### src/verilog/irq_pin_pkg.sv
// constants for the external interrupt pin status/control block
// Contract
// RULE_01 - bit 6 set turns the internal pull device off while pin enabled
// RULE_02 - bit 5 selects polarity: 0 falling/low, 1 rising/high
// RULE_03 - rising polarity with pull enabled makes the pull a pull-down
// RULE_04 - bit 4 enables the interrupt pin function
// RULE_05 - bit 3 is a read-only flag set on a qualifying pin event
// RULE_06 - writing 1 to bit 2 clears the flag; writing 0 does nothing
// RULE_07 - acknowledge bit always reads back as zero
// RULE_08 - in level mode acknowledge cannot clear flag while pin stays asserted
// RULE_09 - bit 1 set raises the interrupt output whenever the flag is set
// RULE_10 - bit 0 selects edge-only or edge-and-level detection
// RULE_11 - the status/control register is a single 8-bit register
// RULE_12 - bit 7 is unimplemented, reads zero, writes ignored
// RULE_13 - with pin function disabled: no detection, no flag set, pull off
package irq_pin_pkg;
  localparam int unsigned DATA_W         = 8;
  localparam int unsigned ADDR_W         = 4;
  localparam logic [3:0]  STAT_CTRL_OFFS = 4'h0;
  localparam int unsigned BIT_PULL_DIS   = 6;
  localparam int unsigned BIT_POLARITY   = 5;
  localparam int unsigned BIT_PIN_EN     = 4;
  localparam int unsigned BIT_FLAG       = 3;
  localparam int unsigned BIT_ACK        = 2;
  localparam int unsigned BIT_REQ_EN     = 1;
  localparam int unsigned BIT_LEVEL_MODE = 0;
  localparam logic [7:0]  STAT_CTRL_RST  = 8'h00;
  localparam logic [7:0]  UNMAPPED_READ  = 8'h00;
  localparam int unsigned SYNC_STAGES    = 3;
endpackage

### src/verilog/ext_irq_pin_ctrl.sv
// external interrupt pin control, detection, flag and request logic
//
// Our own choices: the address-and-strobe port and the register offsets.
`timescale 1ns/1ps
module ext_irq_pin_ctrl
  import irq_pin_pkg::*;
(
  input  wire logic              sys_clk,
  input  wire logic              rst_b,
  input  wire logic [ADDR_W-1:0] reg_addr,
  input  wire logic [DATA_W-1:0] reg_wdata,
  input  wire logic              reg_wr,
  input  wire logic              reg_rd,
  output logic      [DATA_W-1:0] reg_rdata,
  input  wire logic              irq_pin,
  output logic                   pull_up_en,
  output logic                   pull_down_en,
  output logic                   irq_req
);
  logic              pull_device_disable_ff;
  logic              polarity_select_ff;
  logic              pin_function_enable_ff;
  logic              event_flag_ff;
  logic              request_enable_ff;
  logic              level_detect_mode_ff;
  logic              pin_prev_ff;
  logic [DATA_W-1:0] rdata_ff;
  logic              pull_up_ff;
  logic              pull_down_ff;
  logic              irq_req_ff;
  logic              pin_clean;

  pin_sync u_pin_sync
  (
    .sys_clk   (sys_clk),
    .rst_b     (rst_b),
    .pin_async (irq_pin),
    .pin_clean (pin_clean)
  );

  // register decode
  wire sel        = (reg_addr == STAT_CTRL_OFFS); // RULE_11
  wire wr_sel     = reg_wr && sel;
  wire rd_sel     = reg_rd && sel;
  wire ack_write  = wr_sel && reg_wdata[BIT_ACK]; // RULE_06

  // pin seen in asserted sense: high means active for either polarity
  wire pin_active = polarity_select_ff ? pin_clean : ~pin_clean; // RULE_02
  wire prev_active = polarity_select_ff ? pin_prev_ff : ~pin_prev_ff;
  wire edge_hit   = pin_active && !prev_active;
  wire level_hit  = level_detect_mode_ff && pin_active; // RULE_10
  wire event_hit  = pin_function_enable_ff && (edge_hit || level_hit); // RULE_13

  // set beats clear; level mode holds flag while pin asserted
  wire flag_hold  = level_detect_mode_ff && pin_active && pin_function_enable_ff; // RULE_08
  wire nxt_flag   = event_hit ? 1'b1 :
                    (ack_write && !flag_hold) ? 1'b0 : event_flag_ff; // RULE_05

  wire pull_on    = pin_function_enable_ff && !pull_device_disable_ff; // RULE_01
  wire nxt_pull_up   = pull_on && !polarity_select_ff;
  wire nxt_pull_down = pull_on && polarity_select_ff; // RULE_03

  // bit 7 and ack read as zero
  wire [DATA_W-1:0] stat_word = {1'b0, // RULE_12
                                 pull_device_disable_ff,
                                 polarity_select_ff,
                                 pin_function_enable_ff,
                                 event_flag_ff,
                                 1'b0, // RULE_07
                                 request_enable_ff,
                                 level_detect_mode_ff};
  wire [DATA_W-1:0] nxt_rdata = rd_sel ? stat_word : UNMAPPED_READ;

  always_ff @(posedge sys_clk or negedge rst_b)
  begin
    if (!rst_b)
    begin
      pull_device_disable_ff <= STAT_CTRL_RST[BIT_PULL_DIS];
      polarity_select_ff     <= STAT_CTRL_RST[BIT_POLARITY];
      pin_function_enable_ff <= STAT_CTRL_RST[BIT_PIN_EN];
      request_enable_ff      <= STAT_CTRL_RST[BIT_REQ_EN];
      level_detect_mode_ff   <= STAT_CTRL_RST[BIT_LEVEL_MODE];
    end
    else if (wr_sel)
    begin
      pull_device_disable_ff <= reg_wdata[BIT_PULL_DIS];
      polarity_select_ff     <= reg_wdata[BIT_POLARITY];
      pin_function_enable_ff <= reg_wdata[BIT_PIN_EN]; // RULE_04
      request_enable_ff      <= reg_wdata[BIT_REQ_EN];
      level_detect_mode_ff   <= reg_wdata[BIT_LEVEL_MODE];
    end
  end

  always_ff @(posedge sys_clk or negedge rst_b)
  begin
    if (!rst_b)
    begin
      event_flag_ff <= STAT_CTRL_RST[BIT_FLAG];
      pin_prev_ff   <= 1'b0;
      rdata_ff      <= '0;
      pull_up_ff    <= 1'b0;
      pull_down_ff  <= 1'b0;
      irq_req_ff    <= 1'b0;
    end
    else
    begin
      event_flag_ff <= nxt_flag;
      pin_prev_ff   <= pin_clean;
      rdata_ff      <= nxt_rdata;
      pull_up_ff    <= nxt_pull_up;
      pull_down_ff  <= nxt_pull_down;
      irq_req_ff    <= request_enable_ff && nxt_flag; // RULE_09
    end
  end

  assign reg_rdata    = rdata_ff;
  assign pull_up_en   = pull_up_ff;
  assign pull_down_en = pull_down_ff;
  assign irq_req      = irq_req_ff;
endmodule

### src/verilog/pin_sync.sv
// three-stage synchroniser with agreement filter for one pin
`timescale 1ns/1ps
module pin_sync
  import irq_pin_pkg::*;
(
  input  wire logic sys_clk,
  input  wire logic rst_b,
  input  wire logic pin_async,
  output logic      pin_clean
);
  logic [SYNC_STAGES-1:0] stage_ff;
  logic                   clean_ff;
  wire                    agree = (stage_ff[1] == stage_ff[2]);

  always_ff @(posedge sys_clk or negedge rst_b)
  begin
    if (!rst_b)
    begin
      stage_ff <= '0;
      clean_ff <= 1'b0;
    end
    else
    begin
      stage_ff <= {stage_ff[1:0], pin_async};
      if (agree)
        clean_ff <= stage_ff[2];
    end
  end

  assign pin_clean = clean_ff;
endmodule

### config.mk
export PLATFORM = sky130hd
export DESIGN_NAME = ext_irq_pin_ctrl
export DESIGN_NICKNAME = d
export VERILOG_FILES = /design/src/verilog/irq_pin_pkg.sv /design/src/verilog/ext_irq_pin_ctrl.sv /design/src/verilog/pin_sync.sv
export SDC_FILE = /design/constraint.sdc
export NUM_CORES = 1
export LEC_CHECK = 0
export ABC_AREA = 1
export BUFFER_PORTS_ARGS = -buffer_cell sky130_fd_sc_hd__buf_2
export CAP_MARGIN = 5
export CORE_MARGIN = 2
export CORE_UTILIZATION = 50
export CTS_BUF_LIST = sky130_fd_sc_hd__clkbuf_4
export CTS_CLUSTER_SIZE = 10
export DETAILED_ROUTE_END_ITERATION = 16
export GPL_ROUTABILITY_DRIVEN = 0
export PLACE_DENSITY_LB_ADDON = 0.25
export SETUP_SLACK_MARGIN = 0.05
export SLEW_MARGIN = 10
export SYNTH_ARGS = -nofsm -noshare
export SYNTH_HDL_FRONTEND = slang
export SYNTH_SLANG_ARGS = --single-unit
### constraint.sdc
create_clock -name sys_clk -period 1.5 [get_ports sys_clk]
set_input_delay 0.3 -clock sys_clk [delete_from_list [all_inputs] [get_ports sys_clk]]
set_output_delay 0.3 -clock sys_clk [all_outputs]
set_load 0.005 [all_outputs]
; ---- Yosys cells after proc, flatten, opt, wreduce, memory -nomap -nowiden
; Cells that the tools add are included.
[totals]
ff_bits = 21
latchBits = 0
ramBits = 0
romBits = 0
in_bits = 17
out_inout_bits = 11
wordCells = 39
memories = 0
[op_classes]
addsub = 0
n_mul = 0
n_div = 0
order_cmp = 0
eq_ne = 1
shifts = 0
muxes = 5
bitwise = 2
n_reduce_logical = 18
[ops]
columns = op, n
row1 = $logic_and 1x1->1, 12
row2 = $mux 7, 1
row3 = $logic_not 1->1, 4
row4 = $logic_not 4->1, 1
row5 = $mux 1, 4
row6 = $not 1->1, 2
row7 = $eq 1x1->1, 1
row8 = $logic_or 1x1->1, 1

; ---- Logic depth before layout (Yosys ltp)
[depth]
word_depth = 9
mapped_depth = 6
ltp_nobuf = 6

; ---- By module
; From an unflattened synthesis, not the netlist that was laid out.
[unflattened]
hier_cells = 68
hier_area_um2 = 752.0
[by_module_without_submodules]
columns = module, n_inst, cells_each, area_each_um2, seq_area_each_um2
row1 = ext_irq_pin_ctrl, 1, 60, 635.6, 400.4
row2 = pin_sync, 1, 8, 116.4, 100.1

; ---- Worst setup path before layout
; OpenSTA, ideal clock, no wires.
[synth_path]
kind = reg2reg
startpoint = register polarity_select_ff
endpoint = register irq_req_ff, in the netlist irq_req
setup_time_ns = 0.073
arrival_ns = 0.794
required_time_ns = 1.427
slack_ns = 0.633
path_stages_with_launch = 6
n_path_buf = 0
synth_period_minus_slack_ns = 0.867
cell_sequence = dfrtp_1 -> inv_2 -> nor2_1 -> nor2_2 -> nand2_2 -> a21oi_2
[synth_between]
elab_chain_cells = 8
elab_cells_between_ends = 13
cone_classes = mux: 4 / reduce/logical: 9
[synth_rtl]
columns = element, line
row1 = from (decl), ext_irq_pin_ctrl.sv:21  ; logic polarity_select_ff;
row2 = from (signal assigned), ext_irq_pin_ctrl.sv:79  ; polarity_select_ff <= STAT_CTRL_RST[BIT_POLARITY];
row3 = from (signal assigned), ext_irq_pin_ctrl.sv:87  ; polarity_select_ff <= reg_wdata[BIT_POLARITY];
row4 = $mux 1, ext_irq_pin_ctrl.sv:48  ; wire pin_active = polarity_select_ff ? pin_clean : ~pin_clean;
row5 = $logic_and 1x1->1, "ext_irq_pin_ctrl.sv:51, ext_irq_pin_ctrl.sv:55"
row6 = $logic_and 1x1->1, ext_irq_pin_ctrl.sv:55  ; wire flag_hold = level_detect_mode_ff && pin_active && pin_function_enable_ff;
row7 = $logic_not 1->1, ext_irq_pin_ctrl.sv:57  ; (ack_write && !flag_hold) ? 1'b0 : event_flag_ff;
row8 = $logic_and 1x1->1, ext_irq_pin_ctrl.sv:57
row9 = $mux 1, ext_irq_pin_ctrl.sv:57
row10 = $mux 1 (*), ext_irq_pin_ctrl.sv:56  ; wire nxt_flag = event_hit ? 1'b1 :
row11 = $logic_and 1x1->1 (*), ext_irq_pin_ctrl.sv:112  ; irq_req_ff <= request_enable_ff && nxt_flag;
row12 = to (signal assigned), ext_irq_pin_ctrl.sv:112
row13 = to (decl), ext_irq_pin_ctrl.sv:30  ; logic irq_req_ff;
; Every way passes the cells marked *; elsewhere a longest branch is shown, timed or not.
; A chain may end at the register's enable or synchronous reset.

; ---- Final worst setup path
[layout_path]
startpoint = register pull_up_ff, in the netlist pull_up_en
endpoint = output pull_up_en
[layout_lines]
columns = element, line
row1 = from (decl), ext_irq_pin_ctrl.sv:28  ; logic pull_up_ff;
row2 = from (signal assigned), ext_irq_pin_ctrl.sv:110  ; pull_up_ff <= nxt_pull_up;
row3 = to (decl), ext_irq_pin_ctrl.sv:16  ; output logic pull_up_en,
; No word-level cell between the ends.

==> flow_summary.yaml <==
cells_and_area:
  postLayoutCoreUtil_pct: 67.0
  register_area_sq_um: 500
  fin_cells: 107
  nets: 110
  diodes: 0
  layout-area-overhead-vs-synth_pct: 21.3
  multiInputGateArea_sq_um: 208
  fillers: 104
  drive_gt1_share_pct: 39.1
yosys:
  ys_seq_elements: 20
  yosysMostFrequentCell: "dfrtp_1"
  synthFlopType: "dfrtp_1"
  synth_edf_count: 0
  ys_top_cells_by_area: "dfrtp_1 (67%), nor2_1 (6.0%), a21oi_1 (3.4%), inv_1 (3.0%), nor2_4 (3.0%)"
  post-synth-top-area-cell: "dfrtp_1"
  ys_types: 18
  synth.cells.most_frequent: "dfrtp_1 (20), nor2_1 (12), inv_1 (6)"
  synth_top_area_share_pct: 67.1
  ys_warn_count: 0
  synthesis.area_sq_um: 746
  avgSynthCellArea_sq_um: 11.5
  synth_async_sr_flop_share_pct: 100
  seq_area_frac_synth_pct: 67.1
  synthCells: 65
run_status:
  status: "finished, final reports clean"
clocking:
  cts_buffers: 3
  clockBufferDepth: 2
  cts.repair.resized: 0
  cts_tree: "done"
  root_buffer: "clkbuf_4"
  cts_htree_levels: 1
  clk_pin_slew_worst_paths_ns: 0.10
  cts.sink_count: 20
  clk_latency_ns: 0.28
setup_path:
  worstPathCellList: "buf_2"
  reg2reg_to: "irq_req"
  endpoint_kind: "output pin"
  critical_path_class: "reg -> out"
  slowest_delay_ns: 0.38
  cp.required_ns: 1.20
  start_kind: "flip-flop"
  crit_fanout: 1
  r2r_cells: 5
  worstReg2RegStart: "polarity_select_ff"
  crit_slowest_cell: "dfrtp_1"
  arrival_ns: 0.78
  critPathTopFamily: "flip-flops"
  crit_buf_inv: 1
  r2r_slack_ns: 0.55
global_routing:
  overflow: 0
  antenna_found_initial: 0
  grt_pass1_wl_um: 2010
  grt_max_degree: 21
  grtUsageTotal_pct: 14.9
  first_global_vias: 478
power:
  p_per_area_mw_per_mm2: 1130
  ir_worst_vdd_mv: 0.781
  power.switching_w: 0.000268
  p_int_w: 0.000752
  p_leak_nw: 0.497
  sw_frac_of_total_pct: 26.3
  pwr-share-seq_pct: 60.5
  p_clk_share_pct: 23.9
  p_comb_share_pct: 15.5
detailed_routing:
  dr.first_iter.drc_count: 8
  drt_first_pass_iters: 4
  drc: 0
  ant_nets: 0
  routed_wl_um: 1160
  wire_per_inst_um: 10.9
  vias: 503
  viasPerCell: 4.70
sta:
  finClkSkew_ns: 0.000880
  worst_slack_ns: 0.415
  setup_violations: 0
  period_minus_slack_ns: 1.08
  fmax_mhz: 922
  slew_viol_final: 0
  rsz0062_at_grt: "false"
  tns_ns: 0
  hold_violations: 0
  holdWs_ns: 0.115
  timing.final.crit_share_pct: 72.3
min_path:
  hold_end: "u_pin_sync.stage_ff[0]"
  hold-path-cell-count: 1
  hold_path.class: "in -> reg"
  hp-start: "irq_pin"
place:
  place_inst: 102
  pre_cts_ws_ns: 0.478
  hpwl_um: 855
  numPortBuffers: 23
floorplan:
  core_sq_mm: 0.00135
  fp-row-count: 13
  ios: 28
  initial_utilization_pct: 55.2
  dieArea_sq_mm: 0.00182
  die_w_um: 42.6
  die_h_um: 42.6
job:
  cap_violations: 0
-- metrics by stage --
step,cell area [sq um],total power [W]
after floorplan,749,0.000722
after global placement,868,0.000780
after detailed placement,868,0.000786
after CTS,905,0.00103
after global routing,905,0.00109
final,905,0.00102
-- cells by family (layout without fill, tap and decap cells) --
group	count (synthesis)	after routing	share of synthesized area, %
and+or+nand+nor	28	28	21.0
DFF	20	20	67.1
buffers and inverters	9	35	5.54
AOI/OAI and AO/OA	6	6	4.53
adders and majority gates	1	1	1.34
other	1	2	0.503
-- routing by layer --
metal | part of all wire, % | track usage [%]
met5 | 0 | 0
met2 | 53 | 26.1
met4 | 1.3 | 5.63
met3 | 4.6 | 3.88
met1 | 41 | 17.1
-- power groups by stage --
stage | sequential [W] | combinational [W] | clock (W)
5_1_grt | 0.000624 | 0.000181 | 0.000282
2_1_floorplan | 0.000628 | 0.0000938 | 0
4_1_cts | 0.000618 | 0.000160 | 0.000250
6_report | 0.000618 | 0.000158 | 0.000244
3_3_place_gp | 0.000626 | 0.000153 | 0
3_5_place_dp | 0.000628 | 0.000158 | 0
-- sequential cells by signal (all words and copies together) (netlist names) --
register and flops:
event_flag_ff 1, irq_req 1, level_detect_mode_ff 1, pin_function_enable_ff 1
pin_prev_ff 1, polarity_select_ff 1, pull_device_disable_ff 1, pull_down_en 1
pull_up_en 1, reg_rdata 6, request_enable_ff 1, u_pin_sync.pin_clean 1
u_pin_sync.stage_ff 3
-- what timing repair did --
action / in CTS / in global routing
hold endpoints to repair: 20 / 0
hold buffers: 1 / 0
setup buffers: 0 / 0
-- area by class of cell --
type	count	share of cell area [%]
flip-flops and latches	20	55.3
inverters	7	2.90
multi-input cells	37	23.0
clock inverters	1	0.415
repair buffers	24	13.8
clock buffers	3	2.49
well taps	15	2.07
-- cells in the final DEF (no fill, tap or decap), drive strengths merged --
cell | Yosys | routed
buf | 2 | 23
dfrtp | 20 | 20
nor2 | 15 | 15
inv | 7 | 7
nand2 | 7 | 7
a21oi | 6 | 6
clkbuf | 0 | 3
nand3 | 3 | 3
nor3 | 2 | 2
conb | 1 | 2
nand4 | 1 | 1
maj3 | 1 | 1
clkinv | 0 | 1
dlygate4sd3 | 0 | 1
-- how the worst max path moves through the flow --
| stage | startpoint | end | slack [ns] | cells past startpoint |
|---|---|---|---|---|
| floorplan | polarity_select_ff | irq_req | 0.63 | 5 |
| global placement | reg_addr[3] | polarity_select_ff | 0.51 | 5 |
| detailed placement | reg_addr[3] | pull_device_disable_ff | 0.48 | 5 |
| CTS | reg_rdata[0] | reg_rdata[0] | 0.41 | 1 |
| global route | pull_up_en | pull_up_en | 0.36 | 1 |
| finish | pull_up_en | pull_up_en | 0.42 | 1 |
Note: power is estimated with default switching activity, not from simulation.
